`src/core/asfw_defs.vh`:
```
`ifndef ASFW_DEFS_VH
`define ASFW_DEFS_VH

// Register bus geometry
`define ASFW_AW 4
`define ASFW_DW 16

// Word addresses on the register port
`define ASFW_ADDR_OPST 4'h4
`define ASFW_ADDR_CTST 4'h5
`define ASFW_ADDR_IRQST 4'h8
`define ASFW_ADDR_IRQCLR 4'h9
`define ASFW_ADDR_IRQEN 4'hA
`define ASFW_ADDR_FLGCLR 4'hB

// Operation status word bit positions
`define ASFW_OP_IFWAIT 7
`define ASFW_OP_IFPOS 8
`define ASFW_OP_MEM 11
`define ASFW_OP_STRQ 13
`define ASFW_OP_SVEL 14
`define ASFW_OP_SPOS 15

// Control status word bit positions
`define ASFW_CT_ORG 0
`define ASFW_CT_STOP 1
`define ASFW_CT_LATCH 2
`define ASFW_CT_OLATCH 3
`define ASFW_CT_CMD_OVF 4
`define ASFW_CT_CMD_UNF 5
`define ASFW_CT_FB_OVF 6
`define ASFW_CT_FB_UNF 7
`define ASFW_CT_SENS 8
`define ASFW_CT_SERVO 9
`define ASFW_CT_EXEC 10
`define ASFW_CT_WARN 11

// Interrupt status bit for the interrupt feeding input event
`define ASFW_IRQ_IFPOS 0

// Masks and reset values
`define ASFW_CT_STICKY 16'h0FFC
`define ASFW_IRQ_MASK 16'h0FFD
`define ASFW_ZERO16 16'h0000

// Interrupt feeding sequencer states
`define ASFW_ST_IDLE 2'h0
`define ASFW_ST_WAIT 2'h1
`define ASFW_ST_POSN 2'h2

// Synchronous feeding mode codes
`define ASFW_SM_NONE 2'h0
`define ASFW_SM_TRQ 2'h1
`define ASFW_SM_VEL 2'h2
`define ASFW_SM_POS 2'h3

`endif

```
`src/core/asfw_sync.v`:
```
`timescale 1ns/10ps
`default_nettype none

module asfw_sync #(
    parameter WIDTH = 1
) (
    input wire i_clk,
    input wire i_rstn,
    input wire [WIDTH-1:0] i_d,
    output wire [WIDTH-1:0] o_q
);

    reg [WIDTH-1:0] meta_q;
    reg [WIDTH-1:0] sync_q;

    // Two stages; only the second is read outside
    always @(posedge i_clk or negedge i_rstn) begin
        if (!i_rstn) begin
            meta_q <= {WIDTH{1'b0}};
            sync_q <= {WIDTH{1'b0}};
        end else begin
            meta_q <= i_d;
            sync_q <= meta_q;
        end
    end

    assign o_q = sync_q;

endmodule

`default_nettype wire

```
`src/core/asfw_top.v`:
```
// Behaviour
// Op bit 8 set after interrupt input asserts during interrupt feeding.
// Op bit 7 high in interrupt feeding until the interrupt input asserts.
// Op bit 11 high exactly while memory operation runs.
// Op bit 13 high while in synchronous torque mode.
// Op bit 14 high while in synchronous velocity mode.
// Op bit 15 high while in synchronous position mode.
// Control bit 0 reads 1 while origin defined, else 0.
// Control bit 1 high when stopped in position, gated by origin defined.
// Control bit 2 set when present position latched.
// Control bit 3 set when origin position latched.
// Linear mode: control bit 4 command overflow, bit 5 underflow.
// Linear mode: control bit 6 feedback overflow, bit 7 underflow.
// Control bit 8 set on external sensor fault.
// Control bit 9 set on servo drive alarm.
// Control bit 10 set on axis function operation error.
// Control bit 11 set on warning during memory operation.
// Op bits 9, 10 and 12 always read zero.
`timescale 1ns/10ps
`default_nettype none
`include "asfw_defs.vh"

module asfw_top #(
    parameter AW = `ASFW_AW,
    parameter DW = `ASFW_DW
) (
    input wire I_CLK,
    input wire I_RSTN,
    input wire [AW-1:0] I_ADDR,
    input wire [DW-1:0] I_WDATA,
    input wire I_WR,
    input wire I_RD,
    output reg [DW-1:0] O_RDATA,
    output wire O_IRQ,
    input wire I_INTR_PIN,
    input wire I_DRV_ALARM_PIN,
    input wire I_IFEED_START,
    input wire I_IFEED_END,
    input wire I_MEM_OP_ACTIVE,
    input wire [1:0] I_SYNC_MODE,
    input wire I_ORIGIN_DEFINED,
    input wire I_IN_POSITION,
    input wire I_LINEAR_MODE,
    input wire I_POS_LATCH,
    input wire I_ORG_LATCH,
    input wire I_CMD_OVF,
    input wire I_CMD_UNF,
    input wire I_FB_OVF,
    input wire I_FB_UNF,
    input wire I_SENSOR_FAULT,
    input wire I_EXEC_ERROR,
    input wire I_MEM_WARN,
    output reg [DW-1:0] O_OP_STATUS,
    output reg [DW-1:0] O_CTRL_STATUS
);

    localparam [1:0] ST_IDLE = `ASFW_ST_IDLE;
    localparam [1:0] ST_WAIT = `ASFW_ST_WAIT;
    localparam [1:0] ST_POSN = `ASFW_ST_POSN;

    // Pin synchronisation
    wire intr_s;
    wire alarm_s;
    reg intr_prev_q;
    reg alarm_prev_q;
    wire intr_rise;
    wire alarm_rise;

    asfw_sync #(
        .WIDTH(2)
    ) u_pin_sync (
        .i_clk(I_CLK),
        .i_rstn(I_RSTN),
        .i_d({I_DRV_ALARM_PIN, I_INTR_PIN}),
        .o_q({alarm_s, intr_s})
    );

    always @(posedge I_CLK or negedge I_RSTN) begin
        if (!I_RSTN) begin
            intr_prev_q <= 1'b0;
            alarm_prev_q <= 1'b0;
        end else begin
            intr_prev_q <= intr_s;
            alarm_prev_q <= alarm_s;
        end
    end

    assign intr_rise = intr_s & ~intr_prev_q;
    assign alarm_rise = alarm_s & ~alarm_prev_q;

    // Register port decode
    wire wr_irqclr;
    wire wr_irqen;
    wire wr_flgclr;

    assign wr_irqclr = I_WR & (I_ADDR == `ASFW_ADDR_IRQCLR);
    assign wr_irqen = I_WR & (I_ADDR == `ASFW_ADDR_IRQEN);
    assign wr_flgclr = I_WR & (I_ADDR == `ASFW_ADDR_FLGCLR);

    // Interrupt feeding sequencer
    reg [1:0] state_q;
    reg [1:0] state_d;
    wire intr_accept;

    assign intr_accept = (state_q == ST_WAIT) & intr_rise;

    always @* begin
        state_d = state_q;
        case (state_q)
            ST_IDLE: begin
                if (I_IFEED_START) begin
                    state_d = ST_WAIT;
                end
            end
            ST_WAIT: begin
                if (I_IFEED_END) begin
                    state_d = ST_IDLE;
                end else if (intr_rise) begin
                    state_d = ST_POSN;
                end
            end
            ST_POSN: begin
                if (I_IFEED_END) begin
                    state_d = ST_IDLE;
                end
            end
            default: begin
                state_d = ST_IDLE;
            end
        endcase
    end

    always @(posedge I_CLK or negedge I_RSTN) begin
        if (!I_RSTN) begin
            state_q <= ST_IDLE;
        end else begin
            state_q <= state_d;
        end
    end

    // Operation status word
    reg [DW-1:0] op_d;

    always @* begin
        op_d = `ASFW_ZERO16;
        op_d[`ASFW_OP_IFWAIT] = (state_d == ST_WAIT);
        op_d[`ASFW_OP_IFPOS] = (state_d == ST_POSN);
        op_d[`ASFW_OP_MEM] = I_MEM_OP_ACTIVE;
        op_d[`ASFW_OP_STRQ] = (I_SYNC_MODE == `ASFW_SM_TRQ);
        op_d[`ASFW_OP_SVEL] = (I_SYNC_MODE == `ASFW_SM_VEL);
        op_d[`ASFW_OP_SPOS] = (I_SYNC_MODE == `ASFW_SM_POS);
    end

    always @(posedge I_CLK or negedge I_RSTN) begin
        if (!I_RSTN) begin
            O_OP_STATUS <= `ASFW_ZERO16;
        end else begin
            O_OP_STATUS <= op_d;
        end
    end

    // Control status events
    reg [DW-1:0] ct_set;
    wire [DW-1:0] ct_clr;
    reg [DW-1:0] ct_sticky_q;
    wire [DW-1:0] ct_live;

    always @* begin
        ct_set = `ASFW_ZERO16;
        ct_set[`ASFW_CT_LATCH] = I_POS_LATCH;
        ct_set[`ASFW_CT_OLATCH] = I_ORG_LATCH;
        ct_set[`ASFW_CT_CMD_OVF] = I_LINEAR_MODE & I_CMD_OVF;
        ct_set[`ASFW_CT_CMD_UNF] = I_LINEAR_MODE & I_CMD_UNF;
        ct_set[`ASFW_CT_FB_OVF] = I_LINEAR_MODE & I_FB_OVF;
        ct_set[`ASFW_CT_FB_UNF] = I_LINEAR_MODE & I_FB_UNF;
        ct_set[`ASFW_CT_SENS] = I_SENSOR_FAULT;
        ct_set[`ASFW_CT_SERVO] = alarm_rise;
        ct_set[`ASFW_CT_EXEC] = I_EXEC_ERROR;
        ct_set[`ASFW_CT_WARN] = I_MEM_OP_ACTIVE & I_MEM_WARN;
    end

    assign ct_clr = wr_flgclr ? (I_WDATA & `ASFW_CT_STICKY) : `ASFW_ZERO16;

    // Set wins over a clear in the same cycle
    always @(posedge I_CLK or negedge I_RSTN) begin
        if (!I_RSTN) begin
            ct_sticky_q <= `ASFW_ZERO16;
        end else begin
            ct_sticky_q <= ((ct_sticky_q & ~ct_clr) | ct_set) &
                           `ASFW_CT_STICKY;
        end
    end

    assign ct_live = {{(DW-2){1'b0}},
                      I_ORIGIN_DEFINED & I_IN_POSITION,
                      I_ORIGIN_DEFINED};

    always @(posedge I_CLK or negedge I_RSTN) begin
        if (!I_RSTN) begin
            O_CTRL_STATUS <= `ASFW_ZERO16;
        end else begin
            O_CTRL_STATUS <= ct_live | ct_sticky_q | ct_set;
        end
    end

    // Interrupt status, enable and clear
    reg [DW-1:0] irq_q;
    reg [DW-1:0] irq_en_q;
    reg [DW-1:0] irq_set;
    wire [DW-1:0] irq_clr;

    always @* begin
        irq_set = ct_set;
        irq_set[`ASFW_IRQ_IFPOS] = intr_accept;
    end

    assign irq_clr = wr_irqclr ? I_WDATA : `ASFW_ZERO16;

    always @(posedge I_CLK or negedge I_RSTN) begin
        if (!I_RSTN) begin
            irq_q <= `ASFW_ZERO16;
        end else begin
            irq_q <= ((irq_q & ~irq_clr) | irq_set) & `ASFW_IRQ_MASK;
        end
    end

    always @(posedge I_CLK or negedge I_RSTN) begin
        if (!I_RSTN) begin
            irq_en_q <= `ASFW_ZERO16;
        end else if (wr_irqen) begin
            irq_en_q <= I_WDATA & `ASFW_IRQ_MASK;
        end
    end

    assign O_IRQ = |(irq_q & irq_en_q);

    // Read data, valid only in the cycle after the read strobe
    reg [DW-1:0] rdata_d;

    always @* begin
        rdata_d = `ASFW_ZERO16;
        if (I_RD) begin
            case (I_ADDR)
                `ASFW_ADDR_OPST: begin
                    rdata_d = O_OP_STATUS;
                end
                `ASFW_ADDR_CTST: begin
                    rdata_d = O_CTRL_STATUS;
                end
                `ASFW_ADDR_IRQST: begin
                    rdata_d = irq_q;
                end
                `ASFW_ADDR_IRQEN: begin
                    rdata_d = irq_en_q;
                end
                default: begin
                    rdata_d = `ASFW_ZERO16;
                end
            endcase
        end
    end

    always @(posedge I_CLK or negedge I_RSTN) begin
        if (!I_RSTN) begin
            O_RDATA <= `ASFW_ZERO16;
        end else begin
            O_RDATA <= rdata_d;
        end
    end

endmodule

`default_nettype wire

```
`config.mk`:
```
export PLATFORM = sky130hd
export DESIGN_NAME = asfw_top
export DESIGN_NICKNAME = d
export VERILOG_FILES = /design/src/core/asfw_sync.v /design/src/core/asfw_top.v
export VERILOG_INCLUDE_DIRS = /design/src /design/src/core
export SDC_FILE = /design/constraint.sdc
export NUM_CORES = 1
export LEC_CHECK = 0
export BUFFER_PORTS_ARGS = -buffer_cell sky130_fd_sc_hd__buf_4
export CAP_MARGIN = 10
export CORE_MARGIN = 3
export CORE_UTILIZATION = 46
export DETAILED_ROUTE_END_ITERATION = 16
export GPL_ROUTABILITY_DRIVEN = 0
export PLACE_DENSITY_LB_ADDON = 0.05
export SYNTH_ARGS = -nofsm -noshare
export SYNTH_HDL_FRONTEND = slang
export SYNTH_SLANG_ARGS = --single-unit
export TNS_END_PERCENT = 50
```
`constraint.sdc`:
```
create_clock -name I_CLK -period 1 [get_ports I_CLK]
set_input_delay 0.1 -clock I_CLK [delete_from_list [all_inputs] [get_ports I_CLK]]
set_output_delay 0.1 -clock I_CLK [all_outputs]
set_load 0.1 [all_outputs]
```
==> impl_metrics.sql <==
INSERT INTO impl_metrics (metric_group, metric, value, unit) VALUES
('die', 'floorplan.die.width', '86.5', 'microns'),
('sta', 'grt_setup_unrepaired', 'true', ''),
('layout', 'diodes', '0', ''),
('sta', 'fmax', '590', 'MHz'),
('layout', 'num-nets-final', '430', ''),
('setup_path', 'r2r_path_end', 'O_RDATA[7]', ''),
('layout', 'final-seq-area', '1860', 'sq um'),
('routing', 'detail_route.wirelength', '7310', 'microns'),
('status', 'outcome', 'finished with violations', ''),
('yosys', 'yosys_synthesis_warning_count', '0', ''),
('place', 'port_buffers', '71', ''),
('grt', 'globalRouteTotalUtil', '20.7', '%'),
('grt', 'globalRouteOverflowTotal', '0', ''),
('yosys', 'avgSynthCellArea', '12.5', 'sq um'),
('worst_hold_path', 'worstHoldEndpoint', 'O_OP_STATUS[7]', ''),
('place', 'numPlacedInstances', '418', ''),
('setup_path', 'worstReg2RegStart', 'irq_q[7]', ''),
('sta', 'final.setup.worst_slack', '-0.696', 'ns'),
('die', 'design.die.area', '7480', 'sq um'),
('setup_path', 'r2r_cells', '5', ''),
('layout', 'fin_cells', '467', ''),
('clocking', 'cts-root-buf', 'sky130_fd_sc_hd__clkbuf_8', ''),
('worst_hold_path', 'min_from', 'I_IFEED_START', ''),
('yosys', 'postSynthRegisterBits', '73', ''),
('layout', 'multi_input_gate_area', '1080', 'sq um'),
('clocking', 'clock_pin_transition_on_the_worst_setup_and_hold_timing_paths', '0.07', 'ns'),
('die', 'core-area', '6100', 'sq um'),
('clocking', 'h-tree-depth', '3', ''),
('sta', 'final_period_minus_worst_setup_slack', '1.70', 'ns'),
('routing', 'vias_per_cell', '4.87', ''),
('routing', 'antenna_violating_nets_post_route', '0', ''),
('routing', 'routedWlPerCell', '15.7', 'microns'),
('setup_path', 'worst-endpoint-arrival', '1.60', 'ns'),
('routing', 'first_iter_violations', '104', ''),
('die', 'fp-row-count', '28', ''),
('grt', 'first_global_vias', '2385', ''),
('grt', 'global_route_wire_length_before_repair', '11800', 'microns'),
('routing', 'post-route-drc-count', '0', ''),
('grt', 'grt_antenna_before_repair', '0', ''),
('setup_path', 'timing.setup.critical_path_class', 'register to output port', ''),
('die', 'design.portCount', '92', ''),
('place', 'hpwlAfterDp', '4740', 'microns'),
('sta', 'finalClockSkew', '0.00743', 'ns'),
('sta', 'maxSlewViolCount', '0', ''),
('setup_path', 'critical_path_required', '0.90', 'ns'),
('yosys', 'synth_area', '2980', 'sq um'),
('sta', 'setup_total_neg_slack', '-2.25', 'ns'),
('routing', 'vias', '2273', ''),
('setup_path', 'reg2reg_slack', '-0.11', 'ns'),
('clocking', 'clock_tree.buffer_depth', '2', ''),
('status', 'violations', 'setup timing', ''),
('routing', 'detailedRoute.firstPassIterationCount', '5', ''),
('worst_hold_path', 'holdCritPathClass', 'input port to register', ''),
('die', 'die_height', '86.5', 'microns'),
('layout', 'syn2layout_area_growth', '61.0', '%'),
('sta', 'fin_crit_sh', '170', '%'),
('yosys', 'postSynthCellCount', '239', ''),
('layout', 'fillers', '379', ''),
('sta', 'timing.final.setup_violations', '40', ''),
('clocking', 'cts_num_sinks', '73', ''),
('die', 'initial_utilization', '48.9', '%'),
('yosys', 'post_synth_num_cell_types', '32', ''),
('setup_path', 'worst_setup_path_end_kind', 'output port', ''),
('setup_path', 'startpoint_kind_of_the_worst_setup_timing_path', 'register', ''),
('flow_run', 'cap_violations', '0', ''),
('pwr', 'ir_drop', '0.00142', 'V'),
('setup_path', 'worstPathMaxFanout', '2', ''),
('pwr', 'cellLeakagePower', '2.19', 'nW'),
('worst_hold_path', 'holdPathStages', '3', ''),
('yosys', 'synth_sequential_area_ratio', '61.3', '%'),
('grt', 'grt_start_max_net_pins', '74', ''),
('clocking', 'tritoncts.num_buffers', '9', ''),
('clocking', 'clk-insertion-delay-late', '0.34', 'ns'),
('pwr', 'power.density', '1540', 'nW/um^2'),
('clocking', 'tritoncts_clock_tree', 'yes', ''),
('layout', 'post_route_cells_drive_above_1_share', '45.2', '%'),
('sta', 'final_hold_viol_count', '0', '');
metal layers:
layer	vias up	track usage, %	wire length (microns)
met4	0	5.95	95
met1	1106	25.7	3110
met5	-	0	0
met3	9	4.94	326
met2	62	36.0	3780
li1	1096	-	-
Yosys cell counts, drive strengths merged:
library cell	number	share of area (%)
a21o	15	3.8
a21oi	8	1.3
a221oi	1	0.29
a222oi	1	0.34
a22o	11	3.2
a22oi	2	0.50
a31oi	1	0.21
and2	8	1.7
and3	3	0.63
and3b	2	0.59
buf	23	5.6
clkbuf	2	0.25
conb	1	0.13
dfrtp	73	61
mux2	11	4.2
mux2i	15	5.0
nand2	22	2.8
nand2b	1	0.21
nand3	2	0.34
nand3b	1	0.25
nand4bb	1	0.38
nor2	10	1.3
nor2b	11	2.3
nor3b	1	0.42
nor4bb	1	0.34
o21ai	2	0.34
o22ai	3	0.63
or2	5	1.0
or3b	2	0.67
critical path: stages, from the launching register on:
cell and delay, ns:
sky130_fd_sc_hd__dfrtp_1 0.38, sky130_fd_sc_hd__a22o_1 0.24, sky130_fd_sc_hd__a221oi_2 0.19, sky130_fd_sc_hd__and3_4 0.23, sky130_fd_sc_hd__nand2_4 0.06, sky130_fd_sc_hd__buf_12 0.16
registers in the layout, summed over array words and instances, names as in the netlist:
signal             flops
ct_sticky_q           10
state_q                2
irq_q                 11
O_CTRL_STATUS         12
intr_prev_q            1
alarm_prev_q           1
irq_en_q              11
u_pin_sync.meta_q      2
O_OP_STATUS            6
O_RDATA               15
u_pin_sync.o_q         2
cell type report:
cell class / instances / area share (%)
tap: 75 / 1.96
clock inverter: 7 / 1.49
timing repair buffer: 148 / 32.8
clock buffer: 9 / 2.58
multi-input combinational: 155 / 22.4
sequential: 73 / 38.8
report_power, final:
| part | switching [mW] | internal, mW |
|---|---|---|
| logic | 1.01 | 0.805 |
| clock network | 1.12 | 1.15 |
| registers | 0.143 | 3.16 |
stage by stage:
stage	total power, mW	hold WS [ns]	worst slack [ns]	utilization (%)	area, sq um
CTS	7.34	0.000284	-0.717	76.8	4680
global route	7.72	0.0376	-0.747	78.7	4800
finish	7.39	0.0281	-0.696	78.7	4800
detailed placement	4.86	0.140	-0.445	63.5	3870
global placement	4.84	0.145	-0.444	63.5	3870
floorplan	4.31	-0.196	-0.277	-	3080
cells in the final DEF (no fill, tap or decap), drive strengths merged, types with 2 or more instances in the layout:
| master | count |
|---|---|
| a21o | 15 |
| a21oi | 8 |
| a22o | 11 |
| a22oi | 2 |
| and2 | 8 |
| and3 | 3 |
| and3b | 2 |
| buf | 119 |
| clkbuf | 9 |
| clkinv | 3 |
| clkinvlp | 3 |
| conb | 15 |
| dfrtp | 73 |
| dlygate4sd3 | 29 |
| mux2 | 11 |
| mux2i | 15 |
| nand2 | 22 |
| nand3 | 2 |
| nor2 | 10 |
| nor2b | 11 |
| o21ai | 2 |
| o22ai | 3 |
| or2 | 5 |
| or3b | 2 |
repair_timing:
action | 4_1_cts | 5_1_grt
hold buffers | 28 | 1
hold endpoints to repair | 117 | 1
gates cloned | 0 | 0
setup endpoints to repair | 43 | 48
resized for setup | 81 | 24
setup buffers | 2 | 4
pin swaps | 3 | 12
cell families (layout without fill, tap and decap cells):
family                 Yosys count  count (layout)  synth area share [%]
flip-flops                      73              73                  61.3
AND/OR/NAND/NOR                 70              70                  12.9
AO/OA/AOI/OAI                   44              44                  10.7
multiplexers                    26              26                  9.19
buffers and inverters           25             164                  5.88
other                            1              15                 0.126
worst max-delay path by stage:
| stage | start | cells after the start | endpoint |
|---|---|---|---|
| global placement | irq_q[7] | 5 | O_IRQ |
| finish | irq_q[7] | 5 | O_IRQ |
| global route | irq_q[7] | 5 | O_IRQ |
| detailed placement | irq_q[7] | 5 | O_IRQ |
| floorplan | irq_q[7] | 4 | O_IRQ |
| CTS | irq_q[7] | 5 | O_IRQ |
Note: power is estimated with default switching activity, not from simulation.
